[src/rtl/pci_map.svh]
// Constants for the positioning command input decoder
`ifndef PCI_MAP_SVH
`define PCI_MAP_SVH
`define PCI_POS_W          32
`define PCI_MODE_POSITION  4'h3
`define PCI_PASSIVE_SET    2'h0
`define PCI_PASSIVE_MOVE   2'h2
`define PCI_EBC_SLOW_MIN   3'h2
`define PCI_FSTOP_ON       1'h1
`endif

[src/rtl/pci_pkg.sv]
// Types for the positioning command input decoder
package pci_pkg;
	// Command inputs, terminal or fieldbus levels
	typedef struct packed {
		logic teach_request_bit;
		logic homing_start_bit;
		logic ext_block_change_bit;
		logic fixed_stop_sensor_bit;
		logic passive_homing_bit;
		logic tracking_select_bit;
		logic set_reference_bit;
	} pci_cmd_t;

	// Block change input sources
	typedef struct packed {
		logic fast_input_terminal;
		logic slow_input_one;
		logic slow_input_two;
		logic fast_is_ebc;
	} pci_ebc_src_t;
endpackage : pci_pkg

[src/rtl/pci_edge.sv]
// Two-flop synchroniser with single-pulse edge detection
`timescale 1ns/1ps
`default_nettype none
module pci_edge
(
	input  wire logic sys_clk_i,  // System clock
	input  wire logic rst_n_i,    // Sync reset, low active
	input  wire logic din_i,      // Asynchronous level
	output logic      level_o,    // Synchronised level
	output logic      rise_o,     // One-cycle rising pulse
	output logic      fall_o      // One-cycle falling pulse
);
	logic meta;
	logic sync;
	logic prev;

	// Synchroniser and previous-value register
	always_ff @(posedge sys_clk_i)
	begin
		if (!rst_n_i)
		begin
			meta <= 1'h0;
			sync <= 1'h0;
			prev <= 1'h0;
		end
		else
		begin
			meta <= din_i;
			sync <= meta;
			prev <= sync;
		end
	end

	assign level_o = sync;
	assign rise_o  = sync & ~prev;
	assign fall_o  = ~sync & prev;
endmodule : pci_edge
`default_nettype wire

[src/rtl/pci_top.sv]
// Positioning command input decoder, main module
`timescale 1ns/1ps
`default_nettype none
`include "pci_map.svh"
module pci_top
	import pci_pkg::*;
(
	input  wire logic                   sys_clk_i,         // 20 MHz clock
	input  wire logic                   rst_n_i,           // Sync reset, low active
	input  wire pci_cmd_t               cmd_i,             // Command levels
	input  wire pci_ebc_src_t           ebc_src_i,         // Block change sources
	input  wire logic                   controller_enable_i, // Controller enable
	input  wire logic [3:0]             operating_mode_setting_i, // Mode setting
	input  wire logic [2:0]             ext_block_change_config_i, // Missing edge cfg
	input  wire logic                   fixed_stop_config_two_i, // Fixed-stop cfg
	input  wire logic [1:0]             passive_homing_mode_i, // Passive mode
	input  wire logic [`PCI_POS_W-1:0]  reference_coordinate_i, // Reference value
	input  wire logic                   actual_invert_a_i, // Inversion setting a
	input  wire logic                   actual_invert_b_i, // Inversion setting b
	input  wire logic                   actual_invert_c_i, // Inversion setting c
	input  wire logic [`PCI_POS_W-1:0]  axis_position_i,   // Axis actual position
	input  wire logic                   moving_positive_i, // Raw travel direction
	input  wire logic                   block_running_i,   // Block executing
	input  wire logic                   block_ext_cont_i,  // Block advance external
	input  wire logic                   block_flying_i,    // Block advance flying
	input  wire logic                   brake_too_long_i,  // Brake distance too big
	input  wire logic                   zero_mark_found_i, // Zero mark seen
	input  wire logic                   error_tracking_i,  // Error reaction tracking
	input  wire logic                   homing_done_i,     // Approach completed
	input  wire logic                   teach_done_i,      // Teach write confirmed
	output logic                        teach_write_o,     // Teach write pulse
	output logic [`PCI_POS_W-1:0]       teach_position_o,  // Teach target value
	output logic                        teach_ok_o,        // Teach succeeded
	output logic                        homing_active_o,   // Approach running
	output logic                        brake_max_o,       // Brake at max decel
	output logic                        reference_set_o,   // Axis referenced
	output logic                        block_change_o,    // External change pulse
	output logic [`PCI_POS_W-1:0]       block_change_position_o, // Latched position
	output logic                        advance_with_stop_o, // Downgraded advance
	output logic                        ebc_missing_mode_o, // Wait-on-missing edge
	output logic                        fixed_stop_reached_o, // Fixed stop reached
	output logic                        passive_search_o,  // Cam/zero search
	output logic                        passive_move_o,    // Move through deviation
	output logic                        passive_fault_o,   // Zero mark missing
	output logic                        position_loop_open_o, // Loop open
	output logic                        setpoint_enable_o, // Setpoint output on
	output logic                        follow_error_mask_o, // Error suppression
	output logic                        tracking_active_o, // Tracking state
	output logic [`PCI_POS_W-1:0]       actual_load_value_o, // Position to load
	output logic                        actual_load_o      // Position load pulse
);
	//--------------------------------------------------
	// Input edge detection
	//--------------------------------------------------
	logic [9:0] raw;
	logic [9:0] lvl;
	logic [9:0] rise;
	logic [9:0] fall;

	assign raw = {cmd_i.teach_request_bit, cmd_i.homing_start_bit,
		cmd_i.ext_block_change_bit, cmd_i.fixed_stop_sensor_bit,
		cmd_i.passive_homing_bit, cmd_i.tracking_select_bit,
		cmd_i.set_reference_bit, ebc_src_i.fast_input_terminal,
		ebc_src_i.slow_input_one, ebc_src_i.slow_input_two};

	genvar gi;
	generate
		for (gi = 0; gi < 10; gi++)
		begin : g_edge
			pci_edge u_edge
			(
				.sys_clk_i (sys_clk_i),
				.rst_n_i   (rst_n_i),
				.din_i     (raw[gi]),
				.level_o   (lvl[gi]),
				.rise_o    (rise[gi]),
				.fall_o    (fall[gi])
			);
		end
	endgenerate

	// Index names of the synchronised inputs
	localparam int TEACH = 9;
	localparam int HOME  = 8;
	localparam int EBCB  = 7;
	localparam int FSTOP = 6;
	localparam int PASV  = 5;
	localparam int TRACK = 4;
	localparam int SETR  = 3;
	localparam int FAST  = 2;
	localparam int SLOW1 = 1;
	localparam int SLOW2 = 0;

	// Level-input synchronisers for controller enable and travel direction
	logic en_m, en_s, dir_m, dir_s;
	always_ff @(posedge sys_clk_i)
	begin
		if (!rst_n_i)
		begin
			en_m  <= 1'h0;
			en_s  <= 1'h0;
			dir_m <= 1'h0;
			dir_s <= 1'h0;
		end
		else
		begin
			en_m  <= controller_enable_i;
			en_s  <= en_m;
			dir_m <= moving_positive_i;
			dir_s <= dir_m;
		end
	end

	//--------------------------------------------------
	// Direction sense and block change source select
	//--------------------------------------------------
	// Odd parity of inversion settings inverts sense
	function automatic logic dir_positive(input logic raw_dir, input logic a,
		input logic b, input logic c);
		dir_positive = raw_dir ^ (a ^ b ^ c);
	endfunction : dir_positive

	logic positive;
	logic fast_evt;
	logic slow_evt;
	logic ebc_evt;

	assign positive = dir_positive(dir_s, actual_invert_a_i, actual_invert_b_i,
		actual_invert_c_i);
	// Falling edge when positive, rising when negative
	assign fast_evt = positive ? fall[FAST] : rise[FAST];
	// Slow terminals and fieldbus bit take any edge
	assign slow_evt = rise[SLOW1] | fall[SLOW1] | rise[SLOW2] | fall[SLOW2]
		| rise[EBCB] | fall[EBCB];
	// Fast assignment masks every other source
	assign ebc_evt = ebc_src_i.fast_is_ebc ? fast_evt : slow_evt;

	//--------------------------------------------------
	// External block change
	//--------------------------------------------------
	always_ff @(posedge sys_clk_i)
	begin
		if (!rst_n_i)
		begin
			block_change_o          <= 1'h0;
			block_change_position_o <= '0;
			advance_with_stop_o     <= 1'h0;
		end
		else
		begin
			block_change_o <= ebc_evt & block_ext_cont_i & block_running_i;
			if (ebc_evt & block_ext_cont_i & block_running_i)
				block_change_position_o <= axis_position_i;
			advance_with_stop_o <= block_flying_i & brake_too_long_i;
		end
	end

	// Config at or above the slow threshold selects the missing-edge reaction
	assign ebc_missing_mode_o = (ext_block_change_config_i >= `PCI_EBC_SLOW_MIN);

	//--------------------------------------------------
	// Teach-in
	//--------------------------------------------------
	logic teach_ok_cond;
	assign teach_ok_cond = (operating_mode_setting_i == `PCI_MODE_POSITION)
		& ~block_running_i & reference_set_o;

	always_ff @(posedge sys_clk_i)
	begin
		if (!rst_n_i)
		begin
			teach_write_o    <= 1'h0;
			teach_position_o <= '0;
			teach_ok_o       <= 1'h0;
		end
		else
		begin
			teach_write_o <= fall[TEACH] & teach_ok_cond;
			if (fall[TEACH] & teach_ok_cond)
				teach_position_o <= axis_position_i;
			// Confirmation wins over a coinciding clear
			if (teach_done_i)
				teach_ok_o <= 1'h1;
			else if (fall[TEACH])
				teach_ok_o <= 1'h0;
		end
	end

	//--------------------------------------------------
	// Reference approach and reference point
	//--------------------------------------------------
	always_ff @(posedge sys_clk_i)
	begin
		if (!rst_n_i)
		begin
			homing_active_o <= 1'h0;
			brake_max_o     <= 1'h0;
			reference_set_o <= 1'h0;
		end
		else
		begin
			brake_max_o <= 1'h0;
			if (rise[HOME])
			begin
				homing_active_o <= 1'h1;
				reference_set_o <= 1'h0;
			end
			else if (fall[HOME] & homing_active_o)
			begin
				homing_active_o <= 1'h0;
				brake_max_o     <= 1'h1;
			end
			else if (homing_done_i & homing_active_o)
			begin
				homing_active_o <= 1'h0;
				reference_set_o <= 1'h1;
			end
			if (actual_load_o)
				reference_set_o <= 1'h1;
		end
	end

	//--------------------------------------------------
	// Passive referencing and set reference point
	//--------------------------------------------------
	always_ff @(posedge sys_clk_i)
	begin
		if (!rst_n_i)
		begin
			passive_search_o    <= 1'h0;
			passive_move_o      <= 1'h0;
			passive_fault_o     <= 1'h0;
			actual_load_o       <= 1'h0;
			actual_load_value_o <= '0;
		end
		else
		begin
			actual_load_o  <= 1'h0;
			passive_move_o <= 1'h0;
			if (rise[PASV])
			begin
				passive_search_o <= 1'h1;
				passive_fault_o  <= 1'h0;
			end
			else if (fall[PASV])
			begin
				passive_search_o <= 1'h0;
				if (passive_search_o & ~zero_mark_found_i)
					passive_fault_o <= 1'h1;
				else if (passive_homing_mode_i == `PCI_PASSIVE_SET)
				begin
					actual_load_o       <= 1'h1;
					actual_load_value_o <= reference_coordinate_i;
				end
				else if (passive_homing_mode_i == `PCI_PASSIVE_MOVE)
					passive_move_o <= 1'h1;
			end
			if (rise[SETR] & ~block_running_i)
			begin
				actual_load_o       <= 1'h1;
				actual_load_value_o <= reference_coordinate_i;
			end
		end
	end

	//--------------------------------------------------
	// Fixed stop and tracking mode
	//--------------------------------------------------
	always_ff @(posedge sys_clk_i)
	begin
		if (!rst_n_i)
		begin
			fixed_stop_reached_o <= 1'h0;
			tracking_active_o    <= 1'h0;
		end
		else
		begin
			fixed_stop_reached_o <= lvl[FSTOP]
				& (fixed_stop_config_two_i == `PCI_FSTOP_ON);
			if ((lvl[TRACK] & ~en_s) | error_tracking_i)
				tracking_active_o <= 1'h1;
			else if (~lvl[TRACK] & en_s)
				tracking_active_o <= 1'h0;
		end
	end

	// Loop open, no setpoint, errors masked while tracking
	assign position_loop_open_o = tracking_active_o;
	assign setpoint_enable_o    = ~tracking_active_o;
	assign follow_error_mask_o  = tracking_active_o;
endmodule : pci_top
`default_nettype wire

[config.mk]
export PLATFORM = sky130hd
export DESIGN_NAME = pci_top
export DESIGN_NICKNAME = d
export VERILOG_FILES = /design/src/rtl/pci_pkg.sv /design/src/rtl/pci_edge.sv /design/src/rtl/pci_top.sv
export VERILOG_INCLUDE_DIRS = /design/src /design/src/rtl
export SDC_FILE = /design/constraint.sdc
export NUM_CORES = 1
export LEC_CHECK = 0
export BUFFER_PORTS_ARGS = -buffer_cell sky130_fd_sc_hd__buf_2
export CAP_MARGIN = 20
export CORE_MARGIN = 4
export CORE_UTILIZATION = 52
export DETAILED_ROUTE_END_ITERATION = 8
export GPL_TIMING_DRIVEN = 0
export PLACE_DENSITY_LB_ADDON = 0.15
export SETUP_SLACK_MARGIN = 0.2
export SYNTH_ARGS = -nofsm -noshare
export SYNTH_HDL_FRONTEND = slang
export SYNTH_HIERARCHICAL = 1
export SYNTH_SLANG_ARGS = --single-unit
[constraint.sdc]
create_clock -name sys_clk_i -period 2.5 [get_ports sys_clk_i]
set_clock_uncertainty 0.05 [all_clocks]
set_input_delay 0.375 -clock sys_clk_i [delete_from_list [all_inputs] [get_ports sys_clk_i]]
set_output_delay 0.375 -clock sys_clk_i [all_outputs]
set_load 0.01 [all_outputs]
==> key figures, run 1 <==
Die
  • Row Count: 36
  • Die W: 108 um
  • I/O Pins: 213
  • Die area: 11600 sq um
  • Initial Util: 53.2%
  • Die Span Y: 108 um
  • Core Region: 9730 sq um

Min path
  • WHS Path Cells: 2
  • Hold Crit Class: input pin to register

Worst setup path
  • FF-to-FF path depth: 7
  • Worst EP required: 2.85 ns
  • Setup CP Type: register to register
  • Crit path arrival time: 2.20 ns
  • CP max FO: 10
  • Worst setup EP type: register
  • Startpoint types: register

Power and ir drop
  • Gate power share: 8.3%
  • Int Power: 3.87 mW
  • Max VDD drop: 0.000401 V
  • Clk pwr share: 44.5%
  • Sequential share of power: 47.2%
  • Sw Ratio: 22.1%
  • P_sw: 1.10 mW
  • Pleak: 3.38 nW
  • Pwr Density: 711 nW/um^2

Routing
  • Post-route ant nets: 0
  • DRT Wirelength: 13000 um
  • Post-DR wirelength/cell: 14.5 um
  • Initial drt markers: 156
  • DRC viols: 0
  • Router iterations before antenna repair: 4
  • Detailed-route via count: 4290
  • Routed vias/inst: 4.78

Layout
  • Diodes inserted: 0
  • Commonest non-fill, non-tap cell in the layout: buf_2
  • Commonest cells after routing, fill and taps aside: buf_2, dfxtp_1, nand2_1
  • Synth-to-layout area growth: 35.0%
  • Layout cell share with drive strength beyond 1: 33.5%
  • Layout Nets: 856
  • Core Util, Final: 71.8%
  • Area of the multi-input gates: 2140 sq um
  • Fillcell total: 785
  • Register area: 2820 sq um

Yosys
  • Syn_nets: 619
  • Synth Area per Inst: 9.98 sq um
  • Synth warnings: 6
  • Syn Inst Count: 519
  • Synthesized area: 5180 sq um

Clock tree
  • Post-CTS Setup Bufs: 0
  • Clock buffer count from CTS: 17
  • CTS root buffer: clkbuf_8
  • H-tree depth: 4
  • Post-CTS sizing: 0
  • Worst-case clock buffer depth: 2
  • Reg clk slew, reported paths: 0.06 ns
  • Worst-Skew Late Latency: 0.51 ns
  • Post-cts hold buffer count: 7
  • CTS tree: yes
  • # clock sinks: 141

Flow run
  • Total of max-cap violations: 0

Global routing
  • Initial antenna violation count: 0
  • Largest net degree at the start of global routing: 30
  • Grt total ovfl: 0
  • Vias in the first global route: 4390
  • GRT Overall Usage: 23.0%
  • First-pass GRT wire length: 20800 um

Timing
  • Worst-margin pin slew: 0.568 ns
  • Unrepaired setup endpoints after global routing: no
  • Rel. slew slack: 62.2%
  • Final Hold Fails: 0
  • Setup Total Neg Slack: 0 ns
  • Final period util: 73.9%
  • Max-slew violations: 0
  • Achievable frequency: 541 MHz
  • Period minus WS final: 1.85 ns
  • Final Setup Violations: 0

Placement
  • Placer congestion estimate: 0.756
  • Detailed placement HPWL: 9720 um
  • IO Port Bufs: 211

Status
  • Status: finished clean
-- power groups by stage --
stage | logic [mW] | clock network, mW | registers (mW)
3_3_place_gp | 0.394 | 0 | 2.39
5_1_grt | 0.453 | 2.37 | 2.35
6_report | 0.411 | 2.21 | 2.35
4_1_cts | 0.416 | 2.25 | 2.35
2_1_floorplan | 0.198 | 0 | 2.41
3_5_place_dp | 0.405 | 0 | 2.40
-- per-stage QoR --
| stage | setup slack [ns] | cells | cell area [sq um] | power, mW | hold WS (ns) |
|---|---|---|---|---|---|
| CTS | 0.644 | 898 | 6990 | 5.01 | 0.00465 |
| global placement | 0.227 | 863 | 6400 | 2.78 | 0.364 |
| detailed placement | 0.165 | 863 | 6400 | 2.80 | 0.371 |
| global route | 0.451 | 898 | 6990 | 5.18 | 0.00691 |
| finish | 0.652 | 898 | 6990 | 4.97 | 0.0301 |
| floorplan | 0.803 | 519 | 5180 | 2.61 | 0.362 |
-- routing by layer --
layer,wire length (um),GRT usage (%),vias to the layer above
met1,5350,27.1,1977
met5,0,0,-
met2,6510,39.1,143
li1,-,-,2153
met4,191,7.48,0
met3,991,7.74,17
-- path summary, 6_finish.rpt --
| kind | startpoint | endpoint | slack [ns] |
|---|---|---|---|
| max reg2reg | g_edge[5].u_edge/prev | actual_load_value_o[21] | 0.65 |
| max | g_edge[5].u_edge/prev | actual_load_value_o[21] | 0.65 |
| min | ebc_src_i[3] | g_edge[2].u_edge/meta | 0.03 |
| min reg2reg | g_edge[7].u_edge/meta | g_edge[7].u_edge/level_o | 0.38 |
-- final cells by class --
type / instances / share of cell area (%)
plain buffers: 33 / 2.88
clock buffers: 21 / 6.43
clock inverters: 7 / 0.985
inverters: 5 / 0.269
multi-input cells: 340 / 30.6
flip-flops and latches: 141 / 40.4
well taps: 133 / 2.38
repair buffers: 218 / 16.1
-- critical path, stage by stage, from the launching register on --
cell and delay, ns:
dfxtp_1 0.33, nor2b_1 0.25, nand2b_1 0.13, o41a_1 0.34
buf_2 0.20, buf_4 0.21, mux2i_1 0.18, nor2b_1 0.06
-- flip-flops by register name (all words and copies together) (netlist names), 8 cells and up --
register and cells:
block_change_position_o 32, g_edge.u_edge/prev 8, actual_load_value_o 32, g_edge.u_edge/meta 10
g_edge.u_edge/level_o 10, teach_position_o 32
Note: power is estimated with default switching activity, not from simulation.
==> run 2, diff against run 1 <==
- CORE_UTILIZATION: 52 -> 48
- clock period: 2.5 -> 1.9 ns (I/O delays scaled with it)
==> run 2 against run 1 <==
Against the previous run: register-to-register slack lost 0.56 ns; core utilization grew 6.8 points; first-iteration DRC count grew 55%; fmax grew 2.3%; sequential power grew 31%; critical path depth is the same; largest cell class unchanged; largest power group is now the clock network; highest routed layer unchanged.
==> key figures, run 2 (same netlist as run 1, synthesis figures left out) <==
Die
  • Core Region: 10400 sq um (+7.1%)
  • Row Count: 37 (+2.8%)
  • Die W: 112 um (+3.8%)
  • Initial Util: 49.7% (-3.5 points)
  • Die Span Y: 112 um (+3.8%)
  • Die area: 12500 sq um (+7.7%)
  • I/O Pins: 213 (unchanged)

Timing
  • Achievable frequency: 553 MHz (+2.3%)
  • Worst-margin pin slew: 0.586 ns (+0.0184 ns)
  • Final Hold Fails: 0 (unchanged)
  • Rel. slew slack: 60.9% (-1.2 points)
  • Final period util: 95.1% (+21 points)
  • Max-slew violations: 0 (unchanged)
  • Final Setup Violations: 0 (unchanged)
  • Period minus WS final: 1.81 ns (-0.0410 ns)
  • Unrepaired setup endpoints after global routing: yes

Global routing
  • Grt total ovfl: 0 (unchanged)
  • Vias in the first global route: 5188 (+18%)
  • Initial antenna violation count: 0 (unchanged)
  • GR peak layer: met2
  • Largest net degree at the start of global routing: 30 (unchanged)
  • First-pass GRT wire length: 24700 um (+19%)
  • Met2 Use GR: 44.1% (+5.0 points)
  • Met3 GRT Util: 7.07% (-0.67 points)
  • Met1 Resource Use GR: 27.1% (about the same)
  • GRT Overall Usage: 24.5% (+1.6 points)

Worst setup path
  • Startpoint types: register
  • Crit path arrival time: 2.18 ns (-0.02 ns)
  • Critical R2R Launch: g_edge[0].u_edge/prev
  • Worst setup EP type: register
  • Cell chain of the critical path: nor2b_4 -> nor4_4 -> a221oi_2 -> mux2_4 -> buf_12 -> buf_12 -> mux2i_2
  • Worst stage delay on the critical path: 0.34 ns (about the same)
  • Reg2Reg Setup Slack: 0.09 ns (-0.56 ns)
  • Slowest stage cell on the critical path: nor4_4
  • Reg-to-Reg End: block_change_position_o[5]
  • FF-to-FF path depth: 7 (unchanged)
  • CP max FO: 7 (-3)
  • Cell mode on critical path: buf_12
  • Setup CP Type: register to register
  • Worst EP required: 2.28 ns (-0.57 ns)

Placement
  • IO Port Bufs: 211 (unchanged)
  • Placer congestion estimate: 0.775 (+2.6%)
  • Placed Area: 6400 sq um (about the same)
  • Detailed placement HPWL: 10100 um (+4.2%)

Routing
  • Routed vias/inst: 4.82 (+0.88%)
  • DRT Wirelength: 15600 um (+20%)
  • DRC viols: 0 (unchanged)
  • Router iterations before antenna repair: 5 (+1)
  • Initial drt markers: 242 (+55%)
  • Post-DR wirelength/cell: 15.7 um (+8.4%)
  • Detailed-route via count: 4781 (+11%)
  • Post-route ant nets: 0 (unchanged)

Clock tree
  • Reg clk slew, reported paths: 0.06 ns (about the same)
  • CTS root buffer: clkbuf_8
  • Clock buffer count from CTS: 17 (unchanged)
  • # clock sinks: 141 (unchanged)
  • Worst-Skew Late Latency: 0.52 ns (about the same)
  • H-tree depth: 4 (unchanged)
  • Worst-case clock buffer depth: 2 (unchanged)
  • CTS tree: yes

Power and ir drop
  • Pleak: 3.86 nW (+14%)
  • Pwr Total: 7.46 mW (+50%)
  • Pwr Density: 910 nW/um^2 (+28%)
  • Max VDD drop: 0.000653 V (+63%)
  • Clk pwr share: 48.4% (+3.9 points)
  • Gate power share: 10.1% (+1.8 points)
  • P_sw: 1.57 mW (+43%)
  • Int Power: 5.89 mW (+52%)
  • Sequential share of power: 41.5% (-5.7 points)
  • Sw Ratio: 21.0% (-1.0 points)

Layout
  • Area of the multi-input gates: 2240 sq um (+4.9%)
  • Commonest non-fill, non-tap cell in the layout: buf_2
  • Cell area after layout: 8190 sq um (+17%)
  • Register area: 2830 sq um (+0.27%)
  • Commonest cells after routing, fill and taps aside: buf_2, dfxtp_1, nand2_1
  • Synth-to-layout area growth: 58.2%
  • Layout Nets: 943 (+10%)
  • Biggest regs: actual_load_value_o (32), block_change_position_o (32), teach_position_o (32)
  • Diodes inserted: 0 (unchanged)
  • Fillcell total: 707 (-9.9%)
  • Layout cell share with drive strength beyond 1: 34.9% (+1.5 points)

Min path
  • WHS Endpoint: homing_active_o
  • WHS Path Cells: 3 (+1)
  • Hold Crit Start: homing_done_i
  • Hold Crit Class: input pin to register

Status
  • Status: finished clean

Flow run
  • Total of max-cap violations: 0 (unchanged)
run 2: stage by stage:
step | setup TNS (ns) | cells | setup slack, ns | util [%] | hold WS, ns
2_1_floorplan | 0 | 519 | 0.203 | - | 0.357
6_report | 0 | 992 | 0.0927 | 78.6 | 0.0587
3_5_place_dp | -11.88 | 866 | -0.400 | 61.5 | 0.369
3_3_place_gp | -11.62 | 866 | -0.354 | 61.5 | 0.364
5_1_grt | 0 | 992 | 0.0238 | 78.6 | 0.0636
4_1_cts | 0 | 984 | 0.132 | 77.1 | 0.0403
run 2: layer usage:
metal / share of wire (%) / vias to the layer above
li1: - / 2334
met1: 39 / 2244
met2: 51 / 175
met3: 7.5 / 28
met4: 2.1 / 0
met5: 0 / -
run 2: area by class of cell:
class	instances	area share, %
buffer	33	3.04
sequential	141	34.6
inverter	5	0.229
clock buffer	22	5.77
clock inverter	10	2.25
timing repair buffer	305	24.7
multi-input combinational	340	27.3
tap	136	2.08
run 2: repair_timing:
item | CTS | global route
buffers inserted | 1 | 7
hold buffers | 83 | 0
endpoints found under the setup margin | 65 | 88
gates cloned | 2 | 1
resized for setup | 25 | 25
pin swaps | 3 | 2
endpoints found under the hold margin | 109 | 0
run 2: worst max-delay path by stage:
stage	startpoint	endpoint	cells after the start
after floorplan	g_edge[0].u_edge/prev	block_change_o	7
after global placement	rst_n_i	block_change_position_o[24]	6
after detailed placement	rst_n_i	block_change_position_o[24]	6
after CTS	g_edge[7].u_edge/level_o	block_change_o	7
after global routing	g_edge[0].u_edge/prev	block_change_position_o[5]	7
final	g_edge[0].u_edge/prev	block_change_position_o[5]	7
run 2: power groups by stage:
stage / clock network (mW) / logic [mW] / registers [mW]
2_1_floorplan: 0 / 0.260 / 3.18
3_3_place_gp: 0 / 0.522 / 3.15
3_5_place_dp: 0 / 0.535 / 3.15
4_1_cts: 3.65 / 0.715 / 3.09
5_1_grt: 3.77 / 0.813 / 3.10
6_report: 3.61 / 0.754 / 3.09
run 2: critical path, delay by kind of cell (launching register included):
kind | cells | cell delay (ns)
buffers and inverters | 2 | 0.30
AOI/OAI and AO/OA | 1 | 0.11
muxes | 2 | 0.49
and+or+nand+nor | 2 | 0.46
DFF | 1 | 0.32
==> run 3, diff against run 2 <==
- BUFFER_PORTS_ARGS: -buffer_cell sky130_fd_sc_hd__buf_2 -> unset
- CORE_UTILIZATION: 48 -> 55
- DONT_BUFFER_PORTS: unset -> 1
==> run 3 against run 2 <==
Against the previous run: design area is 13% lower; largest power group unchanged; sequential share of layout area grew 5.0 points; clock power fell by 5%; power decreased by 4.2%; die area fell by 12%; largest cell class unchanged; combinational power fell by 26%.
==> key figures, run 3 (same netlist as run 1, synthesis figures left out) <==
Global routing
  • Initial antenna violation count: 1 (+1)
  • GR peak layer: met2
  • Met2 Use GR: 43.4% (-0.72 points)
  • Met1 Resource Use GR: 26.7% (-0.39 points)
  • Met3 GRT Util: 10.3% (+3.2 points)
  • Vias in the first global route: 4242 (-18%)
  • First-pass GRT wire length: 21800 um (-12%)
  • GRT Overall Usage: 25.0% (+0.48 points)
  • Largest net degree at the start of global routing: 27 (-10%)
  • Grt total ovfl: 0 (unchanged)

Die
  • I/O Pins: 213 (unchanged)
  • Die Span Y: 105 um (-6.1%)
  • Row Count: 35 (-5.4%)
  • Die area: 11000 sq um (-12%)
  • Die W: 105 um (-6.1%)
  • Initial Util: 56.3% (+6.6 points)
  • Core Region: 9200 sq um (-12%)

Layout
  • Area of the multi-input gates: 2250 sq um (+0.56%)
  • Commonest cells after routing, fill and taps aside: dfxtp_1, nand2_1, dlygate4sd3_1
  • Diodes inserted: 0 (unchanged)
  • Synth-to-layout area growth: 38.3%
  • Cell area after layout: 7160 sq um (-13%)
  • Non-filler cells, final: 758 (-24%)
  • Register area: 2830 sq um (about the same)
  • Layout cell share with drive strength beyond 1: 12.7% (-22 points)
  • Layout Nets: 735 (-22%)
  • Commonest non-fill, non-tap cell in the layout: dfxtp_1
  • Biggest regs: actual_load_value_o (32), block_change_position_o (32), teach_position_o (32)
  • Fillcell total: 602 (-15%)

Worst setup path
  • Cell chain of the critical path: nor2b_2 -> nor4_4 -> a221oi_2 -> mux2_4 -> buf_12 -> buf_12 -> mux2i_2
  • Crit path arrival time: 2.13 ns (-0.05 ns)
  • Setup CP Type: register to register
  • CP max FO: 6 (-1)
  • Worst stage delay on the critical path: 0.33 ns (about the same)
  • Startpoint types: register
  • Worst EP required: 2.24 ns (-0.04 ns)
  • Cell mode on critical path: buf_12
  • Worst setup EP type: register
  • Slowest stage cell on the critical path: dfxtp_2
  • Worst path bufs/invs: 2 (unchanged)
  • Crit-path leading delay family: simple AND/OR/NAND/NOR gates

Timing
  • Rel. slew slack: 55.9% (-5.0 points)
  • Final Setup Violations: 0 (unchanged)
  • Period minus WS final: 1.78 ns (-0.0237 ns)
  • Unrepaired setup endpoints after global routing: yes
  • Final Hold Fails: 0 (unchanged)
  • Max-slew violations: 0 (unchanged)
  • Worst-margin pin slew: 0.659 ns (+0.0732 ns)
  • Achievable frequency: 561 MHz (+1.3%)
  • Final setup margin: 0.116 ns (+0.0237 ns)
  • Hold WS: 0.234 ns (+0.176 ns)
  • Final period util: 93.9% (-1.2 points)
  • Setup Total Neg Slack: 0 ns (unchanged)

Flow run
  • Total of max-cap violations: 0 (unchanged)

Clock tree
  • CTS tree: yes
  • Worst-case clock buffer depth: 2 (unchanged)
  • Worst-Skew Late Latency: 0.51 ns (about the same)
  • # clock sinks: 141 (unchanged)
  • H-tree depth: 4 (unchanged)
  • CTS root buffer: clkbuf_8
  • Reg clk slew, reported paths: 0.06 ns (about the same)
  • Clock buffer count from CTS: 17 (unchanged)

Routing
  • Detailed-route via count: 4005 (-16%)
  • Post-DR wirelength/cell: 18.8 um (+20%)
  • Router iterations before antenna repair: 4 (-1)
  • DRC viols: 0 (unchanged)
  • DRT Wirelength: 14300 um (-8.6%)
  • Initial drt markers: 149 (-38%)
  • Routed vias/inst: 5.28 (+9.6%)
  • Post-route ant nets: 0 (unchanged)

Power and ir drop
  • Pleak: 2.86 nW (-26%)
  • Pwr Density: 997 nW/um^2 (+9.5%)
  • Max VDD drop: 0.000569 V (-13%)

Placement
  • Placed Cells: 630 (-27%)
  • Placed Area: 5320 sq um (-17%)
  • IO Port Bufs: 0 (-100%)
  • Placer congestion estimate: 0.757 (-2.4%)
  • Place WS: 0.0889 ns (+0.489 ns)
  • Detailed placement HPWL: 8670 um (-14%)

Min path
  • Hold Crit Class: input pin to register

Status
  • Status: finished clean
[run 3: per-layer routing]
metal	vias up	routed length [um]
met3	27	1170
met4	2	323
met1	1890	5350
met2	165	7420
li1	1921	-
met5	-	7
[run 3: timing repair]
item / in CTS / in global routing
endpoints found under the hold margin: 134 / 0
setup endpoints to repair: 59 / 72
pin swaps: 4 / 0
setup buffers: 1 / 3
cloned: 1 / 4
gates resized for setup: 19 / 33
hold buffers: 88 / 0
[run 3: cell type report]
| type | instances | area share [%] |
|---|---|---|
| inverters | 5 | 0.262 |
| flip-flops and latches | 141 | 39.5 |
| repair buffers | 97 | 14.5 |
| clock buffers | 19 | 6.03 |
| clock inverters | 12 | 2.60 |
| well taps | 111 | 1.94 |
| plain buffers | 33 | 3.72 |
| multi-input cells | 340 | 31.4 |
[run 3: where the power goes]
group / total (mW) / leakage, nW / internal, mW / switching (mW)
clock network: 3.44 / 0.292 / 2.18 / 1.26
logic: 0.561 / 1.42 / 0.330 / 0.231
registers: 3.14 / 1.15 / 3.05 / 0.0901
[run 3: worst min-delay path: stages]
cell      delay, ns
nand4b_1       0.21
nand2_1        0.09
a21boi_0       0.15
[run 3: final timing paths]
| kind | from | end | slack (ns) | depth (start not counted) |
|---|---|---|---|---|
| hold / removal | block_running_i | teach_position_o[1] | 0.23 | 3 |
| setup / recovery | g_edge[7].u_edge/prev | block_change_position_o[3] | 0.12 | 7 |
| setup reg to reg | g_edge[7].u_edge/prev | block_change_position_o[3] | 0.12 | 7 |
| hold reg to reg | g_edge[7].u_edge/meta | g_edge[7].u_edge/level_o | 0.38 | 1 |
[run 3: per-stage QoR]
stage	utilization [%]	total power, mW
finish	77.9	7.14
global route	77.9	7.37
CTS	75.1	7.11
detailed placement	57.8	3.51
global placement	57.8	3.50
floorplan	-	3.44
